File: src/csh_pkg.sv
// package of constants and carrier types for the configuration status handshake
// assumes a single 10 MHz clock domain and no software-visible registers
package csh_pkg;

	// ---------------------------------------------------------------
	// timing
	// ---------------------------------------------------------------
	localparam int CLK_HZ = 10000000;
	localparam int POR_SHORT_MS = 12;
	localparam int POR_LONG_MS = 100;
	localparam int POR_SHORT_CYC = POR_SHORT_MS * (CLK_HZ / 1000);
	localparam int POR_LONG_CYC = POR_LONG_MS * (CLK_HZ / 1000);
	localparam int POR_CNT_W = 21;
	localparam int SYNC_STAGES = 3;

	// ---------------------------------------------------------------
	// reset values
	// ---------------------------------------------------------------
	localparam logic RST_DRIVE_LOW = 1'h1;
	localparam logic RST_RELEASED = 1'h1;
	localparam logic RST_PIN_LOW = 1'h0;

	// ---------------------------------------------------------------
	// types
	// ---------------------------------------------------------------
	typedef enum logic [5:0] {
		CSH_POR = 6'h01,
		CSH_WAIT_START = 6'h02,
		CSH_LOAD = 6'h04,
		CSH_INIT = 6'h08,
		CSH_USER = 6'h10,
		CSH_ERROR = 6'h20
	} csh_state_t;

	// open-drain pin as drive data and drive enable
	typedef struct packed {
		logic out;
		logic oe;
	} csh_od_t;

	// filtered pin levels
	typedef struct packed {
		logic status_n;
		logic complete;
		logic select_n;
		logic reconfig_n;
	} csh_pins_t;

endpackage : csh_pkg

File: src/csh_sync.sv
// three-stage synchroniser with agreement filter for one pin
// assumes the input is asynchronous to clock_i
`timescale 1ns/10ps
`default_nettype none
module csh_sync #(
	parameter logic RST_VAL = 1'h1
) (
	input wire logic clock_i,
	input wire logic rst_n_i,
	input wire logic pin_i,
	output logic level_o
);
	logic [2:0] stage;

	// stages and level reset to the pin's idle level, so no false change follows reset
	// stage[0] is read only by stage[1]
	always_ff @(posedge clock_i or negedge rst_n_i) begin
		if (!rst_n_i) begin
			stage <= {3{RST_VAL}};
		end else begin
			stage <= {stage[1:0], pin_i};
		end
	end

	// a change counts only when stages two and three agree
	always_ff @(posedge clock_i or negedge rst_n_i) begin
		if (!rst_n_i) begin
			level_o <= RST_VAL;
		end else if (stage[1] == stage[2]) begin
			level_o <= stage[2];
		end
	end

endmodule : csh_sync
`default_nettype wire

File: src/csh_config_status.sv
// configuration status handshake: status, done, chip enable and chain enable
// assumes external pull-ups on the open-drain lines; wire level fed back on *_i
//
// Behaviour
// hold status low while power-on reset pending; release after interval expires.
// a status rise before power-on reset trips starts no valid configuration.
// with supplies valid but reset not tripped, pull status low.
// status released high at reset trip; that rise starts fresh configuration.
// drive done line low from before configuration until configuration finishes.
// release done only after complete error-free data and initialization started.
// sense done line; enter user mode only when data complete and line high.
// after initialization, ignore external low on done line; keep configuration.
// accept configuration only while chip enable input is low.
// system keeps chip enable low through configuration, initialization, user mode.
// single device has chip enable tied permanently low.
// chain: first enable tied low; each chain output feeds next enable.
// chip enable held low during boundary-scan programming.
// external status low in load or init means error; device pulls status low.
// reconfig low in user mode clears and resets; returning high restarts.
// drive chain-enable output low once own configuration is complete.
// status and done only ever driven low, otherwise released.
`timescale 1ns/10ps
`default_nettype none
module csh_config_status #(
	parameter int POR_SHORT = csh_pkg::POR_SHORT_CYC,
	parameter int POR_LONG = csh_pkg::POR_LONG_CYC
) (
	input wire logic clock_i,
	input wire logic rst_n_i,
	input wire logic supply_ok_i,
	input wire logic por_short_sel_i,
	input wire logic config_status_n_i,
	output logic config_status_n_o,
	output logic config_status_n_oe,
	input wire logic config_complete_flag_i,
	output logic config_complete_flag_o,
	output logic config_complete_flag_oe,
	input wire logic chip_select_in_n_i,
	input wire logic reconfig_request_n_i,
	output logic chain_select_out_n_o,
	input wire logic data_done_i,
	input wire logic data_error_i,
	output logic load_enable_o,
	output logic user_mode_o,
	output logic error_o
);
	// ---------------------------------------------------------------
	// pin synchronisers
	// ---------------------------------------------------------------
	csh_pkg::csh_pins_t pins;
	logic supply_ok;
	logic porsel_pin;

	// pulled-up lines idle high; supply and strap idle low
	csh_sync #(.RST_VAL(csh_pkg::RST_RELEASED)) u_sync_status (.clock_i(clock_i),
		.rst_n_i(rst_n_i), .pin_i(config_status_n_i), .level_o(pins.status_n));
	csh_sync #(.RST_VAL(csh_pkg::RST_RELEASED)) u_sync_done (.clock_i(clock_i),
		.rst_n_i(rst_n_i), .pin_i(config_complete_flag_i), .level_o(pins.complete));
	csh_sync #(.RST_VAL(csh_pkg::RST_RELEASED)) u_sync_sel (.clock_i(clock_i),
		.rst_n_i(rst_n_i), .pin_i(chip_select_in_n_i), .level_o(pins.select_n));
	csh_sync #(.RST_VAL(csh_pkg::RST_RELEASED)) u_sync_recfg (.clock_i(clock_i),
		.rst_n_i(rst_n_i), .pin_i(reconfig_request_n_i), .level_o(pins.reconfig_n));
	csh_sync #(.RST_VAL(csh_pkg::RST_PIN_LOW)) u_sync_supply (.clock_i(clock_i),
		.rst_n_i(rst_n_i), .pin_i(supply_ok_i), .level_o(supply_ok));
	csh_sync #(.RST_VAL(csh_pkg::RST_PIN_LOW)) u_sync_porsel (.clock_i(clock_i),
		.rst_n_i(rst_n_i), .pin_i(por_short_sel_i), .level_o(porsel_pin));

	// ---------------------------------------------------------------
	// power-on reset timer
	// ---------------------------------------------------------------
	logic [csh_pkg::POR_CNT_W-1:0] por_cnt;
	logic [csh_pkg::POR_CNT_W-1:0] por_limit;
	logic por_done;
	logic porsel;

	// strap sampled by a clocked process, not by the reset
	always_ff @(posedge clock_i or negedge rst_n_i) begin
		if (!rst_n_i) begin
			porsel <= 1'h0;
		end else if (por_cnt == '0) begin
			porsel <= porsel_pin;
		end
	end

	assign por_limit = porsel ? csh_pkg::POR_CNT_W'(POR_SHORT) : csh_pkg::POR_CNT_W'(POR_LONG);

	// timer only runs once supplies are valid; a dip restarts it
	// limitation: the counter width covers the long interval only at clocks up to about 20 MHz
	// the count starts after the supply synchroniser, so release lags the pin by ~4 cycles
	always_ff @(posedge clock_i or negedge rst_n_i) begin
		if (!rst_n_i) begin
			por_cnt <= '0;
			por_done <= 1'h0;
		end else if (!supply_ok) begin
			por_cnt <= '0;
			por_done <= 1'h0;
		end else if (!por_done) begin
			if (por_cnt >= por_limit - csh_pkg::POR_CNT_W'(1)) begin
				por_done <= 1'h1;
			end else begin
				por_cnt <= por_cnt + csh_pkg::POR_CNT_W'(1);
			end
		end
	end

	// ---------------------------------------------------------------
	// state machine
	// ---------------------------------------------------------------
	csh_pkg::csh_state_t state;
	csh_pkg::csh_state_t next_state;
	logic status_q;

	// previous status level for rising-edge detection
	always_ff @(posedge clock_i or negedge rst_n_i) begin
		if (!rst_n_i) begin
			status_q <= 1'h1;
		end else begin
			status_q <= pins.status_n;
		end
	end

	always_comb begin
		next_state = state;
		case (state)
			csh_pkg::CSH_POR: begin
				// a high line before the trip is ignored here
				if (por_done) begin
					next_state = csh_pkg::CSH_WAIT_START;
				end
			end
			csh_pkg::CSH_WAIT_START: begin
				if (!pins.reconfig_n) begin
					next_state = csh_pkg::CSH_POR;
				end else if (pins.status_n && !status_q) begin
					next_state = csh_pkg::CSH_LOAD;
				end else if (pins.status_n) begin
					next_state = csh_pkg::CSH_LOAD;
				end
			end
			csh_pkg::CSH_LOAD: begin
				if (!pins.reconfig_n) begin
					next_state = csh_pkg::CSH_POR;
				end else if (data_error_i || !pins.status_n) begin
					next_state = csh_pkg::CSH_ERROR;
				end else if (data_done_i && !pins.select_n) begin
					next_state = csh_pkg::CSH_INIT;
				end
			end
			csh_pkg::CSH_INIT: begin
				if (!pins.reconfig_n) begin
					next_state = csh_pkg::CSH_POR;
				end else if (!pins.status_n) begin
					next_state = csh_pkg::CSH_ERROR;
				end else if (pins.complete) begin
					next_state = csh_pkg::CSH_USER;
				end
			end
			csh_pkg::CSH_USER: begin
				// status and done lows are ignored in user mode
				if (!pins.reconfig_n) begin
					next_state = csh_pkg::CSH_POR;
				end
			end
			csh_pkg::CSH_ERROR: begin
				if (!pins.reconfig_n) begin
					next_state = csh_pkg::CSH_POR;
				end
			end
			default: begin
				next_state = csh_pkg::CSH_POR;
			end
		endcase
		// a pending timer or a held reconfig request keeps the device in reset;
		// deciding it here keeps the registered pin drives in step with the state
		if (!pins.reconfig_n || !por_done) begin
			next_state = csh_pkg::CSH_POR;
		end
	end

	// reconfig low parks the machine in POR; high again leaves POR at once, as the timer stays done
	always_ff @(posedge clock_i or negedge rst_n_i) begin
		if (!rst_n_i) begin
			state <= csh_pkg::CSH_POR;
		end else if (!pins.reconfig_n) begin
			state <= csh_pkg::CSH_POR;
		end else begin
			state <= next_state;
		end
	end

	// ---------------------------------------------------------------
	// open-drain and status outputs
	// ---------------------------------------------------------------
	always_ff @(posedge clock_i or negedge rst_n_i) begin
		if (!rst_n_i) begin
			config_status_n_oe <= csh_pkg::RST_DRIVE_LOW;
			config_complete_flag_oe <= csh_pkg::RST_DRIVE_LOW;
			chain_select_out_n_o <= csh_pkg::RST_RELEASED;
			load_enable_o <= 1'h0;
			user_mode_o <= 1'h0;
			error_o <= 1'h0;
		end else begin
			// held low until timer done and no reconfig request
			config_status_n_oe <= (next_state == csh_pkg::CSH_POR) ||
				(next_state == csh_pkg::CSH_ERROR);
			config_complete_flag_oe <= (next_state == csh_pkg::CSH_POR) ||
				(next_state == csh_pkg::CSH_WAIT_START) ||
				(next_state == csh_pkg::CSH_LOAD) ||
				(next_state == csh_pkg::CSH_ERROR);
			chain_select_out_n_o <= !((next_state == csh_pkg::CSH_INIT) ||
				(next_state == csh_pkg::CSH_USER));
			load_enable_o <= (next_state == csh_pkg::CSH_LOAD) && !pins.select_n;
			user_mode_o <= (next_state == csh_pkg::CSH_USER);
			error_o <= (next_state == csh_pkg::CSH_ERROR);
		end
	end

	// only ever low or released
	assign config_status_n_o = 1'h0;
	assign config_complete_flag_o = 1'h0;

endmodule : csh_config_status
`default_nettype wire

File: config.mk
export PLATFORM = sky130hd
export DESIGN_NAME = csh_config_status
export DESIGN_NICKNAME = d
export VERILOG_FILES = /design/src/csh_pkg.sv /design/src/csh_sync.sv /design/src/csh_config_status.sv
export SDC_FILE = /design/constraint.sdc
export NUM_CORES = 1
export LEC_CHECK = 0
export ABC_AREA = 0
export BUFFER_PORTS_ARGS = -buffer_cell sky130_fd_sc_hd__buf_2
export CORE_MARGIN = 10
export CORE_UTILIZATION = 60
export CTS_CLUSTER_DIAMETER = 60
export DETAILED_ROUTE_END_ITERATION = 7
export GPL_TIMING_DRIVEN = 1
export PLACE_DENSITY = 0.88
export SKIP_LAST_GASP = 1
export SLEW_MARGIN = 20
export SYNTH_ARGS = -nofsm -noshare
export SYNTH_HDL_FRONTEND = slang
export SYNTH_SLANG_ARGS = --single-unit
File: constraint.sdc
create_clock -name clock_i -period 3.2 [get_ports clock_i]
set_input_delay 0.48 -clock clock_i [delete_from_list [all_inputs] [get_ports clock_i]]
set_output_delay 0.48 -clock clock_i [all_outputs]
set_load 0.01 [all_outputs]
==> results of run 1 <==
==> cells in the mapped netlist, types with 2 or more instances <==
cell,instances
sky130_fd_sc_hd__a2111o_1,2
sky130_fd_sc_hd__a21oi_1,12
sky130_fd_sc_hd__a31oi_1,3
sky130_fd_sc_hd__and2_1,2
sky130_fd_sc_hd__and3_1,4
sky130_fd_sc_hd__buf_2,2
sky130_fd_sc_hd__buf_4,3
sky130_fd_sc_hd__clkbuf_1,8
sky130_fd_sc_hd__dfrtp_1,39
sky130_fd_sc_hd__dfstp_2,20
sky130_fd_sc_hd__ha_1,10
sky130_fd_sc_hd__inv_1,7
sky130_fd_sc_hd__maj3_1,6
sky130_fd_sc_hd__mux2i_1,2
sky130_fd_sc_hd__nand2_1,16
sky130_fd_sc_hd__nand2b_1,3
sky130_fd_sc_hd__nand3_1,13
sky130_fd_sc_hd__nand3b_1,4
sky130_fd_sc_hd__nand4_1,4
sky130_fd_sc_hd__nand4b_1,3
sky130_fd_sc_hd__nor2_1,25
sky130_fd_sc_hd__nor2b_1,3
sky130_fd_sc_hd__nor3_1,6
sky130_fd_sc_hd__nor4_1,9
sky130_fd_sc_hd__nor4b_1,3
sky130_fd_sc_hd__o211ai_1,2
sky130_fd_sc_hd__o21a_1,5
sky130_fd_sc_hd__o21ai_0,9
sky130_fd_sc_hd__o31a_1,2
sky130_fd_sc_hd__o31ai_1,6
sky130_fd_sc_hd__or2_2,2
sky130_fd_sc_hd__or3_1,4
sky130_fd_sc_hd__or4_1,7
sky130_fd_sc_hd__xnor2_1,3
sky130_fd_sc_hd__xor2_1,6
==> metal layers <==
metal  GRT usage (%)  vias to the layer above
met5               0                        -
li1                -                     1014
met4            7.23                        0
met1            19.2                     1081
met2            25.2                       55
met3            3.46                        9
==> worst max path at each step <==
stage	to	slack [ns]	startpoint	cells after the start
after detailed placement	por_cnt[7]$_DFFE_PN0P_	0.40	porsel$_DFFE_PN0N_	8
final	por_cnt[7]$_DFFE_PN0P_	0.38	porsel$_DFFE_PN0N_	8
after floorplan	por_cnt[13]$_DFFE_PN0P_	0.95	porsel$_DFFE_PN0N_	9
after global routing	por_cnt[6]$_DFFE_PN0P_	0.11	porsel$_DFFE_PN0N_	8
after global placement	por_cnt[6]$_DFFE_PN0P_	0.55	porsel$_DFFE_PN0N_	8
after CTS	por_cnt[7]$_DFFE_PN0P_	0.39	porsel$_DFFE_PN0N_	8
==> where the power goes <==
part	switching [mW]	internal (mW)	total, mW
logic	0.0726	0.0481	0.121
clock network	0.310	0.364	0.673
registers	0.0334	0.786	0.819
total	0.416	1.20	1.61
==> metrics by stage <==
stage                     cells  utilization [%]
final                       343             67.3
after detailed placement    327             62.9
after global routing        343             67.3
after CTS                   343             67.3
after floorplan             271                -
after global placement      327             62.9
==> logic make-up (layout without fill, tap and decap cells) <==
family	after synthesis	in the layout	share of synthesized area, %
AO/OA/AOI/OAI	50	50	12.1
buffers and inverters	21	39	3.51
multiplexers	3	3	1.10
XOR/XNOR	9	9	2.76
flip-flops	59	59	52.6
adder cells (fa/ha/maj)	16	16	6.49
AND/OR/NAND/NOR	111	111	21.3
other	1	2	0.131
==> state kept, by name, indices dropped and copies added, names as in the netlist, 3 cells and up <==
register / count
por_cnt: 21
state: 6
u_sync_done.stage: 3
u_sync_porsel.stage: 3
u_sync_recfg.stage: 3
u_sync_sel.stage: 3
u_sync_status.stage: 3
u_sync_supply.stage: 3
==> worst register-to-register path: stages, from the launching register on <==
cell and delay (ns):
sky130_fd_sc_hd__dfrtp_1 0.44, sky130_fd_sc_hd__inv_1 0.14, sky130_fd_sc_hd__ha_1 0.31, sky130_fd_sc_hd__a211o_1 0.13, sky130_fd_sc_hd__a21oi_2 0.07, sky130_fd_sc_hd__a2111o_1 0.45, sky130_fd_sc_hd__o21ai_2 0.83, sky130_fd_sc_hd__o21ai_0 0.21
sky130_fd_sc_hd__a21oi_1 0.17
==> layout make-up <==
cell class | instances | area [sq um]
fillers | 342 | 1530
well taps | 54 | 67.6
multi-input cells | 191 | 1250
inverters | 7 | 26.3
clock inverters | 7 | 78.8
repair buffers | 16 | 82.6
flip-flops and latches | 59 | 1500
clock buffers | 9 | 124
==> results_tabular.tex, run 1 <==
\begin{tabular}{lr}
\hline
Metric & Value \\
\hline
\multicolumn{2}{l}{\textbf{Critical path}} \\
Critical path launch point type & flip-flop \\
Arrival time at the worst endpoint & 3.09 ns \\
Critical Path Max Stage Delay & 0.83 ns \\
Largest delay share family, worst path & compound AO/OA/AOI/OAI gates \\
Buffers plus inverters on the worst setup path & 1 \\
Endpoint class of the critical path & flip-flop \\
Max Fanout on Critical Path & 29 \\
Cell chain of the critical path & inv\_1, ha\_1, a211o\_1, a21oi\_2, a2111o\_1, o21ai\_2, o21ai\_0, a21oi\_1 \\
Required time reported for the critical path endpoint & 3.46 ns \\
Reg-to-Reg Start & porsel\$\_DFFE\_PN0N\_ \\
Category of the most critical setup path & flip-flop to flip-flop \\
Cell with the biggest individual delay on the critical path & sky130\_fd\_sc\_hd\_\_o21ai\_2 \\
Reg2reg setup slack & 0.38 ns \\
Reg2reg end & por\_cnt[7]\$\_DFFE\_PN0P\_ \\
Number of cells traversed by the worst register-to-register path & 8 \\
\multicolumn{2}{l}{\textbf{Timing}} \\
Max Clock Freq & 0.354 GHz \\
Portion of the clock cycle consumed by the worst path in the final layout & 88.3\% \\
Number of max-slew violations in the final report & 0 \\
Total Negative Setup Slacks & 0 ns \\
Clk\_skew & 0.00447 ns \\
Crit path time final & 2.82 ns \\
RSZ-0062 raised after global routing & no \\
Tightest hold margin & 0.230 ns \\
Number of hold violations in the final report & 0 \\
Transition time at the pin with the least slew margin & 1.03 ns \\
Setup-failing EPs final & 0 \\
Worst slew margin relative to its limit & 31.6\% \\
Least setup slack across all paths after layout & 0.376 ns \\
\multicolumn{2}{l}{\textbf{CTS}} \\
Clock transition at path regs & 0.07 ns \\
Post-CTS Hold Buffers & 0 \\
CTS tree & done \\
Buffers inserted by post-CTS timing repair & 0 \\
Number of buffers on the longest clock path & 2 \\
Cts bufs inserted & 9 \\
Number of H-tree levels & 3 \\
Clock tree root driver cell & sky130\_fd\_sc\_hd\_\_clkbuf\_8 \\
Post-CTS sizing & 0 \\
Number of sinks driven by the clock tree & 59 \\
Clock insertion delay at the later pin of the skew report & 0.34 ns \\
\multicolumn{2}{l}{\textbf{Routing}} \\
Detailed router's first-iteration violation count & 207 \\
Pre-antenna DRT Iters & 4 \\
Routed wire length on met3 & 205 microns \\
Top layer reached by signal wires & met4 \\
DRT antenna net count & 0 \\
\# DRC & 0 \\
Detailed-route wire length per cell & 16.1 microns \\
Length of routed wiring on met1 & 2520 microns \\
Total wirelength of the detailed-routed design & 5510 microns \\
Sum of met2 wire segment lengths after detailed routing & 2690 microns \\
Via count & 2159 \\
Vias per std cell & 6.29 \\
\multicolumn{2}{l}{\textbf{Yosys}} \\
Total number of yosys warnings & 0 \\
Cells taking the most area after synthesis & sky130\_fd\_sc\_hd\_\_dfrtp\_1 34\%, sky130\_fd\_sc\_hd\_\_dfstp\_2 18\%, sky130\_fd\_sc\_hd\_\_ha\_1 4.4\% \\
Cell taking the most area after synthesis & sky130\_fd\_sc\_hd\_\_dfrtp\_1 \\
Area share of the largest cell type after synthesis & 34.2\% \\
Cells after Synth & 270 \\
Post-synth ARST share & 100\% \\
Portion of the post-synthesis area used by sequential elements & 52.6\% \\
Number of synthesized register bits & 59 \\
Mean cell area of the mapped netlist & 10.6 sq um \\
Post-synth top flop & sky130\_fd\_sc\_hd\_\_dfrtp\_1 \\
Area of the mapped netlist & 0.00285 sq mm \\
Number of synthesized flops with an enable pin & 0 \\
Count of distinct cell types in the synthesized netlist & 50 \\
\multicolumn{2}{l}{\textbf{Placement}} \\
Area of placed instances & 0.00293 sq mm \\
Detailed placer's ending HPWL & 3810 microns \\
Worst slack at placement & 0.402 ns \\
IO buf count & 15 \\
RD Place Congestion & 0.958 \\
\multicolumn{2}{l}{\textbf{Floorplan}} \\
Total Die Area & 0.00791 sq mm \\
Die width & 89.0 microns \\
Starting density of the core & 61.2\% \\
Site row count & 25 \\
Area inside the core boundary & 0.00466 sq mm \\
Number of I/O pins & 18 \\
Die Y & 89.0 microns \\
\multicolumn{2}{l}{\textbf{GRT}} \\
Number of antenna violations at the first check in global routing & 0 \\
Wire length of the first global-routing pass & 9610 microns \\
Remaining global-route overflow & 0 \\
Global routing usage summed across all routing layers & 15.5\% \\
Pin count of the biggest net entering global routing & 44 \\
Vias in the first global route & 2120 \\
\multicolumn{2}{l}{\textbf{Min path}} \\
Min-delay src & config\_status\_n\_i \\
Class of the tightest hold or removal check & primary input to flip-flop \\
Number of stages on the worst hold path & 1 \\
Hold path endpoint & u\_sync\_status.stage[0]\$\_DFF\_PN1\_ \\
\multicolumn{2}{l}{\textbf{Final layout}} \\
Area of all placed cells without fillers & 0.00314 sq mm \\
Most frequent standard cell in the layout excluding fill and tap cells & sky130\_fd\_sc\_hd\_\_dfrtp\_1 \\
Total Nets Final & 304 \\
N\_diodes & 0 \\
Top library cells by usage in the layout, fill and taps aside & 39 x sky130\_fd\_sc\_hd\_\_dfrtp\_1, 25 x sky130\_fd\_sc\_hd\_\_nor2\_1, 20 x sky130\_fd\_sc\_hd\_\_dfstp\_2 \\
Layout area overhead & 9.91\% \\
Share of layout cells above drive strength 1 & 20.4\% \\
\multicolumn{2}{l}{\textbf{Power}} \\
Leak Pwr & 1.30 nW \\
Ratio of total power to cell area & 514 mW/mm\^{}2 \\
Total power after layout & 1.61 mW \\
Maximum vdd drop & 0.000382 V \\
\multicolumn{2}{l}{\textbf{Job}} \\
Max Cap Violations & 0 \\
\multicolumn{2}{l}{\textbf{Status}} \\
Result of the run & completed \\
\hline
\end{tabular}
Power figures use the tool's default switching activity.
==> run 2: changes to the inputs <==
--- a/config.mk
+++ b/config.mk
@@ -17,4 +17,5 @@
 export SLEW_MARGIN = 20
 export SYNTH_ARGS = -nofsm -noshare
 export SYNTH_HDL_FRONTEND = slang
+export SYNTH_HIERARCHICAL = 1
 export SYNTH_SLANG_ARGS = --single-unit
==> results_tabular.tex, run 2 <==
\begin{tabular}{lr}
\hline
Metric & Value \\
\hline
\multicolumn{2}{l}{\textbf{GRT}} \\
Pin count of the biggest net entering global routing & 50 (+14\%) \\
Wire length of the first global-routing pass & 10800 microns (+12\%) \\
Global routing usage summed across all routing layers & 15.9\% (+0.37 points) \\
Vias in the first global route & 2262 (+6.7\%) \\
Number of antenna violations at the first check in global routing & 0 (unchanged) \\
Remaining global-route overflow & 0 (unchanged) \\
\multicolumn{2}{l}{\textbf{CTS}} \\
Clock insertion delay at the later pin of the skew report & 0.34 ns (about the same) \\
Clock transition at path regs & 0.07 ns (about the same) \\
Cts bufs inserted & 9 (unchanged) \\
Clock tree root driver cell & sky130\_fd\_sc\_hd\_\_clkbuf\_8 \\
Number of H-tree levels & 3 (unchanged) \\
Number of sinks driven by the clock tree & 59 (unchanged) \\
Post-CTS sizing & 0 (unchanged) \\
Number of buffers on the longest clock path & 2 (unchanged) \\
CTS tree & done \\
Buffers inserted by post-CTS timing repair & 0 (unchanged) \\
Post-CTS Hold Buffers & 0 (unchanged) \\
\multicolumn{2}{l}{\textbf{Critical path}} \\
Number of cells traversed by the worst register-to-register path & 7 (-1) \\
Critical path launch point type & flip-flop \\
Reg-to-Reg Start & porsel\$\_DFFE\_PN0N\_ \\
Reg2reg setup slack & 0.59 ns (+0.22 ns) \\
Max Fanout on Critical Path & 12 (-59\%) \\
Reg2reg end & por\_cnt[14]\$\_DFFE\_PN0P\_ \\
Category of the most critical setup path & flip-flop to flip-flop \\
Worst Setup SP & porsel\$\_DFFE\_PN0N\_ \\
Endpoint class of the critical path & flip-flop \\
CP endpoint & por\_cnt[14]\$\_DFFE\_PN0P\_ \\
Required time reported for the critical path endpoint & 3.47 ns (about the same) \\
Arrival time at the worst endpoint & 2.88 ns (-0.21 ns) \\
\multicolumn{2}{l}{\textbf{Yosys}} \\
Count of distinct cell types in the synthesized netlist & 51 (+2.0\%) \\
Post-synth ARST share & 100\% (unchanged) \\
Cells taking the most area after synthesis & sky130\_fd\_sc\_hd\_\_dfrtp\_1 33\%, sky130\_fd\_sc\_hd\_\_dfstp\_2 18\%, sky130\_fd\_sc\_hd\_\_ha\_1 4.3\% \\
Post-synth top flop & sky130\_fd\_sc\_hd\_\_dfrtp\_1 \\
Area share of the largest cell type after synthesis & 33.2\% (-0.96 points) \\
Top cell types by occurrence after synthesis & 39 x sky130\_fd\_sc\_hd\_\_dfrtp\_1, 23 x sky130\_fd\_sc\_hd\_\_nand2\_1, 20 x sky130\_fd\_sc\_hd\_\_dfstp\_2 \\
Mean cell area of the mapped netlist & 10.7 sq um (+1.4\%) \\
Portion of the post-synthesis area used by sequential elements & 51.2\% (-1.5 points) \\
Cell taking the most area after synthesis & sky130\_fd\_sc\_hd\_\_dfrtp\_1 \\
Number of synthesized register bits & 59 (unchanged) \\
Most common cell in the netlist & sky130\_fd\_sc\_hd\_\_dfrtp\_1 \\
Cells after Synth & 274 (+1.5\%) \\
Area of the mapped netlist & 0.00294 sq mm (+2.9\%) \\
Total number of yosys warnings & 6 (+6) \\
Number of synthesized flops with an enable pin & 0 (unchanged) \\
\multicolumn{2}{l}{\textbf{Power}} \\
Leak Pwr & 1.37 nW (+5.0\%) \\
Portion of total power attributed to sequential cells & 50.3\% (-0.5 points) \\
Internal power contribution & 1.20 mW (+0.57\%) \\
Maximum vdd drop & 0.000323 V (-16\%) \\
Logic gate share of total power & 8.2\% (+0.7 points) \\
Net switching fraction of the power & 26.5\% (+0.71 points) \\
NetSw & 434 uW (+4.3\%) \\
Ratio of total power to cell area & 504 mW/mm\^{}2 (-2.1\%) \\
Clock power share & 41.6\% (about the same) \\
\multicolumn{2}{l}{\textbf{Job}} \\
Max Cap Violations & 0 (unchanged) \\
\multicolumn{2}{l}{\textbf{Timing}} \\
Transition time at the pin with the least slew margin & 0.897 ns (-0.129 ns) \\
Worst slew margin relative to its limit & 39.9\% (+8.4 points) \\
Portion of the clock cycle consumed by the worst path in the final layout & 81.5\% (-6.7 points) \\
Clk\_skew & 0.00716 ns (+0.00269 ns) \\
Max Clock Freq & 0.383 GHz (+8.2\%) \\
Number of hold violations in the final report & 0 (unchanged) \\
Setup-failing EPs final & 0 (unchanged) \\
Total Negative Setup Slacks & 0 ns (unchanged) \\
Number of max-slew violations in the final report & 0 (unchanged) \\
RSZ-0062 raised after global routing & no \\
Crit path time final & 2.61 ns (-0.215 ns) \\
\multicolumn{2}{l}{\textbf{Placement}} \\
RD Place Congestion & 0.904 (-5.6\%) \\
IO buf count & 15 (unchanged) \\
Detailed placer's ending HPWL & 4040 microns (+5.9\%) \\
\multicolumn{2}{l}{\textbf{Min path}} \\
Class of the tightest hold or removal check & primary input to asynchronous set/reset pin \\
\multicolumn{2}{l}{\textbf{Final layout}} \\
Flip-flop count of the largest register after layout & 21 (unchanged) \\
Registers with the most flip-flops & por\_cnt x21, state x6 \\
Top library cells by usage in the layout, fill and taps aside & 39 x sky130\_fd\_sc\_hd\_\_dfrtp\_1, 23 x sky130\_fd\_sc\_hd\_\_nand2\_1, 20 x sky130\_fd\_sc\_hd\_\_dfstp\_2 \\
N\_diodes & 0 (unchanged) \\
Total Nets Final & 309 (+1.6\%) \\
Core occupancy in the finished layout & 68.8\% (+1.6 points) \\
Filler Cells Inserted & 324 (-5.3\%) \\
Layout area overhead & 10.8\% \\
Most frequent standard cell in the layout excluding fill and tap cells & sky130\_fd\_sc\_hd\_\_dfrtp\_1 \\
Share of layout cells above drive strength 1 & 22.4\% (+2.0 points) \\
Largest reg by FF count & por\_cnt \\
\multicolumn{2}{l}{\textbf{Routing}} \\
Total wirelength of the detailed-routed design & 6090 microns (+11\%) \\
Via count & 2261 (+4.7\%) \\
Pre-antenna DRT Iters & 4 (unchanged) \\
\# DRC & 0 (unchanged) \\
DRT antenna net count & 0 (unchanged) \\
Detailed router's first-iteration violation count & 282 (+36\%) \\
Vias per std cell & 6.26 (-0.50\%) \\
Detailed-route wire length per cell & 16.9 microns (+5.1\%) \\
\multicolumn{2}{l}{\textbf{Floorplan}} \\
Number of I/O pins & 18 (unchanged) \\
Site row count & 25 (unchanged) \\
Area inside the core boundary & 0.00472 sq mm (+1.3\%) \\
Starting density of the core & 62.1\% (+0.94 points) \\
Total Die Area & 0.00809 sq mm (+2.2\%) \\
Die Y & 89.9 microns (+1.1\%) \\
Die width & 89.9 microns (+1.1\%) \\
\multicolumn{2}{l}{\textbf{Status}} \\
Result of the run & completed \\
\hline
\end{tabular}
==> run 2: cells by family (layout without fill, tap and decap cells) <==
kind of cell               Yosys count  after routing  synth area share [%]
xor gates and xnor gates             1              1                 0.298
adders and majority gates           16             16                  6.56
buffers and inverters               21             40                  3.41
AOI/OAI and AO/OA                   50             50                  12.1
other                                1              2                 0.128
DFF                                 59             59                  51.2
and+or+nand+nor                    118            118                  23.5
muxes                                8              8                  2.77
==> run 2: worst min path at each step <==
stage | start | to | cells after the start
after detailed placement | u_sync_porsel/stage[0]$_DFF_PN0_ | u_sync_porsel/stage[1]$_DFF_PN0_ | 0
after floorplan | rst_n_i | error_o$_DFF_PN0_ | 0
final | rst_n_i | por_cnt[9]$_DFFE_PN0P_ | 1
after global routing | rst_n_i | por_cnt[4]$_DFFE_PN0P_ | 1
after CTS | reconfig_request_n_i | u_sync_recfg/stage[0]$_DFF_PN1_ | 1
after global placement | u_sync_porsel/stage[0]$_DFF_PN0_ | u_sync_porsel/stage[1]$_DFF_PN0_ | 0
==> run 2: power groups by stage <==
| stage | combinational (mW) | sequential, mW | clock (mW) |
|---|---|---|---|
| floorplan | 0.0963 | 0.817 | 0 |
| global placement | 0.121 | 0.832 | 0 |
| detailed placement | 0.131 | 0.835 | 0 |
| CTS | 0.133 | 0.822 | 0.685 |
| global route | 0.154 | 0.828 | 0.726 |
| finish | 0.134 | 0.823 | 0.681 |
==> run 2: routing by layer <==
layer | track usage [%] | wire length, microns
met5 | 0 | 0
met4 | 8.75 | 171
met3 | 3.33 | 418
met2 | 24.8 | 2900
met1 | 20.1 | 2600
==> run 2: final cells by class <==
class / count / area [sq um] / area share (%)
clock buffers: 9 / 124 / 3.81
clock inverters: 7 / 73.8 / 2.27
inverters: 6 / 22.5 / 0.693
multi-input cells: 195 / 1350 / 41.4
flip-flops and latches: 59 / 1500 / 46.2
well taps: 67 / 83.8 / 2.58
repair buffers: 18 / 100 / 3.08
==> run 2: critical path, stage by stage (launching register included) <==
cell and delay (ns):
sky130_fd_sc_hd__dfrtp_1 0.46, sky130_fd_sc_hd__inv_1 0.14, sky130_fd_sc_hd__ha_1 0.28, sky130_fd_sc_hd__or3_1 0.35, sky130_fd_sc_hd__nand4_1 0.25, sky130_fd_sc_hd__nand3_1 0.34
sky130_fd_sc_hd__or4_1 0.56, sky130_fd_sc_hd__a21oi_1 0.15
==> run 2: metrics by stage <==
step / area [sq um] / setup slack (ns) / power, mW / std cells / hold WS (ns)
after floorplan: 2940 / 0.956 / 0.913 / 275 / 0.184
after detailed placement: 3040 / 0.443 / 0.966 / 345 / 0.341
after global placement: 3040 / 0.574 / 0.953 / 345 / 0.334
final: 3250 / 0.591 / 1.64 / 361 / 0.139
after global routing: 3250 / 0.433 / 1.71 / 361 / 0.203
after CTS: 3240 / 0.378 / 1.64 / 361 / 0.225
==> run 3: changes to the inputs <==
--- a/config.mk
+++ b/config.mk
@@ -5,14 +5,14 @@
 export SDC_FILE = /design/constraint.sdc
 export NUM_CORES = 1
 export LEC_CHECK = 0
-export ABC_AREA = 0
+export ABC_AREA = 1
 export BUFFER_PORTS_ARGS = -buffer_cell sky130_fd_sc_hd__buf_2
 export CORE_MARGIN = 10
-export CORE_UTILIZATION = 60
+export CORE_UTILIZATION = 55
 export CTS_CLUSTER_DIAMETER = 60
 export DETAILED_ROUTE_END_ITERATION = 7
 export GPL_TIMING_DRIVEN = 1
-export PLACE_DENSITY = 0.88
+export PLACE_DENSITY = 0.85
 export SKIP_LAST_GASP = 1
 export SLEW_MARGIN = 20
 export SYNTH_ARGS = -nofsm -noshare
==> constraint.sdc (replaced) <==
create_clock -name clock_i -period 2.3 [get_ports clock_i]
set_input_delay 0.345 -clock clock_i [delete_from_list [all_inputs] [get_ports clock_i]]
set_output_delay 0.345 -clock clock_i [all_outputs]
set_load 0.01 [all_outputs]
==> results_tabular.tex, run 3 <==
\begin{tabular}{lr}
\hline
Metric & Value \\
\hline
\multicolumn{2}{l}{\textbf{Power}} \\
Maximum vdd drop & 0.000706 V (+120\%) \\
Ratio of total power to cell area & 645 mW/mm\^{}2 (+28\%) \\
Leak Pwr & 1.81 nW (+32\%) \\
Total power after layout & 2.37 mW (+45\%) \\
\multicolumn{2}{l}{\textbf{Routing}} \\
Pre-antenna DRT Iters & 5 (+1) \\
Total wirelength of the detailed-routed design & 7630 microns (+25\%) \\
Detailed-route wire length per cell & 13.9 microns (-17\%) \\
DRT antenna net count & 0 (unchanged) \\
Vias per std cell & 5.45 (-13\%) \\
Detailed router's first-iteration violation count & 259 (-8.2\%) \\
Via count & 2980 (+32\%) \\
\# DRC & 0 (unchanged) \\
\multicolumn{2}{l}{\textbf{Timing}} \\
Total Negative Setup Slacks & 0 ns (unchanged) \\
Setup-failing EPs final & 0 (unchanged) \\
Transition time at the pin with the least slew margin & 0.644 ns (-0.253 ns) \\
Crit path time final & 2.05 ns (-0.556 ns) \\
RSZ-0062 raised after global routing & no \\
Tightest hold margin & 0.0158 ns (-0.123 ns) \\
Max Clock Freq & 0.487 GHz (+27\%) \\
Number of hold violations in the final report & 0 (unchanged) \\
Clk\_skew & 0.0145 ns (+0.00734 ns) \\
Number of max-slew violations in the final report & 0 (unchanged) \\
Portion of the clock cycle consumed by the worst path in the final layout & 89.3\% (+7.7 points) \\
Worst slew margin relative to its limit & 57.1\% (+17 points) \\
\multicolumn{2}{l}{\textbf{Floorplan}} \\
Die Y & 97.5 microns (+8.4\%) \\
Die width & 97.5 microns (+8.4\%) \\
Number of I/O pins & 18 (unchanged) \\
Total Die Area & 0.00951 sq mm (+18\%) \\
Site row count & 28 (+12\%) \\
Area inside the core boundary & 0.00589 sq mm (+25\%) \\
Starting density of the core & 56.2\% (-6.0 points) \\
\multicolumn{2}{l}{\textbf{GRT}} \\
Remaining global-route overflow & 0 (unchanged) \\
Pin count of the biggest net entering global routing & 33 (-34\%) \\
Number of antenna violations at the first check in global routing & 0 (unchanged) \\
Vias in the first global route & 2991 (+32\%) \\
Global routing usage summed across all routing layers & 16.5\% (+0.57 points) \\
Wire length of the first global-routing pass & 13200 microns (+22\%) \\
\multicolumn{2}{l}{\textbf{Yosys}} \\
Cell taking the most area after synthesis & sky130\_fd\_sc\_hd\_\_dfrtp\_1 \\
Post-synth ARST share & 100\% (unchanged) \\
Area of the mapped netlist & 0.00331 sq mm (+13\%) \\
Number of synthesized register bits & 59 (unchanged) \\
Cells after Synth & 446 (+63\%) \\
Cells taking the most area after synthesis & sky130\_fd\_sc\_hd\_\_dfrtp\_1 30\%, sky130\_fd\_sc\_hd\_\_dfstp\_2 16\%, sky130\_fd\_sc\_hd\_\_nand2\_1 15\% \\
Area share of the largest cell type after synthesis & 29.5\% (-3.7 points) \\
Mean cell area of the mapped netlist & 7.41 sq um (-31\%) \\
Portion of the post-synthesis area used by sequential elements & 45.4\% (-5.7 points) \\
Post-synth top flop & sky130\_fd\_sc\_hd\_\_dfrtp\_1 \\
Count of distinct cell types in the synthesized netlist & 31 (-39\%) \\
Number of synthesized flops with an enable pin & 0 (unchanged) \\
Most common cell in the netlist & sky130\_fd\_sc\_hd\_\_nand2\_1 \\
Total number of yosys warnings & 6 (unchanged) \\
Top cell types by occurrence after synthesis & 133 x sky130\_fd\_sc\_hd\_\_nand2\_1, 79 x sky130\_fd\_sc\_hd\_\_nor2\_1, 46 x sky130\_fd\_sc\_hd\_\_inv\_1 \\
\multicolumn{2}{l}{\textbf{Final layout}} \\
Share of layout cells above drive strength 1 & 14.8\% (-7.6 points) \\
Most frequent standard cell in the layout excluding fill and tap cells & sky130\_fd\_sc\_hd\_\_nand2\_1 \\
Filler Cells Inserted & 519 (+60\%) \\
Area of all placed cells without fillers & 0.00368 sq mm (+13\%) \\
Flip-flop count of the largest register after layout & 21 (unchanged) \\
Layout area overhead & 11.3\% \\
Area of the multi-input gates & 0.00156 sq mm (+16\%) \\
Registers with the most flip-flops & por\_cnt x21, state x6 \\
Total Nets Final & 487 (+58\%) \\
Largest reg by FF count & por\_cnt \\
N\_diodes & 0 (unchanged) \\
Combined flip-flop and latch cell area & 0.00150 sq mm (unchanged) \\
Top library cells by usage in the layout, fill and taps aside & 133 x sky130\_fd\_sc\_hd\_\_nand2\_1, 79 x sky130\_fd\_sc\_hd\_\_nor2\_1, 46 x sky130\_fd\_sc\_hd\_\_inv\_1 \\
\multicolumn{2}{l}{\textbf{Min path}} \\
Class of the tightest hold or removal check & primary input to asynchronous set/reset pin \\
\multicolumn{2}{l}{\textbf{Critical path}} \\
Buffers plus inverters on the worst setup path & 2 (+1) \\
Required time reported for the critical path endpoint & 2.58 ns (-0.89 ns) \\
Cell with the biggest individual delay on the critical path & sky130\_fd\_sc\_hd\_\_dfrtp\_1 \\
Number of cells traversed by the worst register-to-register path & 13 (+6) \\
Critical Path Max Stage Delay & 0.46 ns (-0.10 ns) \\
Largest delay share family, worst path & simple AND/OR/NAND/NOR gates \\
Arrival time at the worst endpoint & 2.33 ns (-0.55 ns) \\
Number of cells on the critical path & 13 (+6) \\
Critical path launch point type & flip-flop \\
Crit path top cell by count & sky130\_fd\_sc\_hd\_\_nand2\_1 \\
Category of the most critical setup path & flip-flop to flip-flop \\
Endpoint class of the critical path & flip-flop \\
Cell chain of the critical path & inv\_1, ha\_1, inv\_1, nor2\_1, nand2\_1, nand2\_1, nor2\_1, nand2\_2, nand2\_4, nand2\_8, nand2\_4, nand2\_1, nand2\_1 \\
Max Fanout on Critical Path & 22 (+10) \\
\multicolumn{2}{l}{\textbf{Placement}} \\
Detailed placer's ending HPWL & 5440 microns (+35\%) \\
RD Place Congestion & 0.953 (+5.4\%) \\
Area of placed instances & 0.00345 sq mm (+13\%) \\
IO buf count & 15 (unchanged) \\
\multicolumn{2}{l}{\textbf{Status}} \\
Result of the run & completed \\
\multicolumn{2}{l}{\textbf{CTS}} \\
Post-CTS Hold Buffers & 0 (unchanged) \\
Number of sinks driven by the clock tree & 59 (unchanged) \\
Clock insertion delay at the later pin of the skew report & 0.35 ns (about the same) \\
Buffers inserted by post-CTS timing repair & 0 (unchanged) \\
Clock transition at path regs & 0.08 ns (about the same) \\
Number of buffers on the longest clock path & 2 (unchanged) \\
Number of H-tree levels & 3 (unchanged) \\
Cts bufs inserted & 9 (unchanged) \\
Post-CTS sizing & 0 (unchanged) \\
Clock tree root driver cell & sky130\_fd\_sc\_hd\_\_clkbuf\_8 \\
CTS tree & done \\
\multicolumn{2}{l}{\textbf{Job}} \\
Max Cap Violations & 0 (unchanged) \\
\hline
\end{tabular}
## run 3: final timing paths
| kind | start | endpoint | slack (ns) |
|---|---|---|---|
| hold / removal | rst_n_i | por_cnt[20]$_DFFE_PN0P_ | 0.02 |
| max in group asynchronous | rst_n_i | u_sync_sel/stage[2]$_DFF_PN1_ | 1.61 |
| setup reg to reg | porsel$_DFFE_PN0N_ | por_cnt[8]$_DFFE_PN0P_ | 0.25 |
| min in group clock_i | reconfig_request_n_i | u_sync_recfg/stage[0]$_DFF_PN1_ | 0.10 |
| hold reg to reg | u_sync_porsel/stage[0]$_DFF_PN0_ | u_sync_porsel/stage[1]$_DFF_PN0_ | 0.35 |
| setup / recovery | porsel$_DFFE_PN0N_ | por_cnt[8]$_DFFE_PN0P_ | 0.25 |
## run 3: cell families after synthesis
kind of cell / count (synthesis) / share of synthesized area [%]
AOI/OAI and AO/OA: 20 / 3.22
and+or+nand+nor: 286 / 36.9
xor gates and xnor gates: 10 / 2.65
DFF: 59 / 45.4
adders and majority gates: 10 / 3.79
other: 1 / 0.113
buffers and inverters: 60 / 7.91
## run 3: per-layer routing
metal | vias up | GRT usage (%) | share of wire [%]
li1 | 1444 | - | -
met1 | 1383 | 18.6 | 42
met2 | 124 | 28.2 | 49
met3 | 29 | 4.48 | 6.6
met4 | 0 | 7.27 | 2.5
met5 | - | 0 | 0
## run 3: final cells by class
type                    instances  share of cell area (%)
multi-input cells             328                    42.4
flip-flops and latches         59                    40.8
inverters                      50                    5.14
clock buffers                   9                    3.37
repair buffers                 19                    3.20
well taps                      75                    2.55
clock inverters                 7                    2.52
## run 3: where the power goes
part	switching (mW)	leakage, nW	internal [mW]
clock network	0.432	0.101	0.605
logic	0.135	0.973	0.0683
registers	0.0415	0.734	1.09
## run 3: metrics by stage
stage,util (%),setup slack (ns),std cells
global route,62.5,0.0383,547
global placement,58.6,0.319,531
finish,62.5,0.247,547
floorplan,-,0.558,447
CTS,62.3,0.152,547
detailed placement,58.6,0.161,531
## run 3: worst register-to-register path, stage by stage (launching register included)
cell and delay (ns):
sky130_fd_sc_hd__dfrtp_1 0.46, sky130_fd_sc_hd__inv_1 0.13, sky130_fd_sc_hd__ha_1 0.32, sky130_fd_sc_hd__inv_1 0.09, sky130_fd_sc_hd__nor2_1 0.04, sky130_fd_sc_hd__nand2_1 0.07, sky130_fd_sc_hd__nand2_1 0.04, sky130_fd_sc_hd__nor2_1 0.12
sky130_fd_sc_hd__nand2_2 0.09, sky130_fd_sc_hd__nand2_4 0.12, sky130_fd_sc_hd__nand2_8 0.14, sky130_fd_sc_hd__nand2_4 0.22, sky130_fd_sc_hd__nand2_1 0.09, sky130_fd_sc_hd__nand2_1 0.07
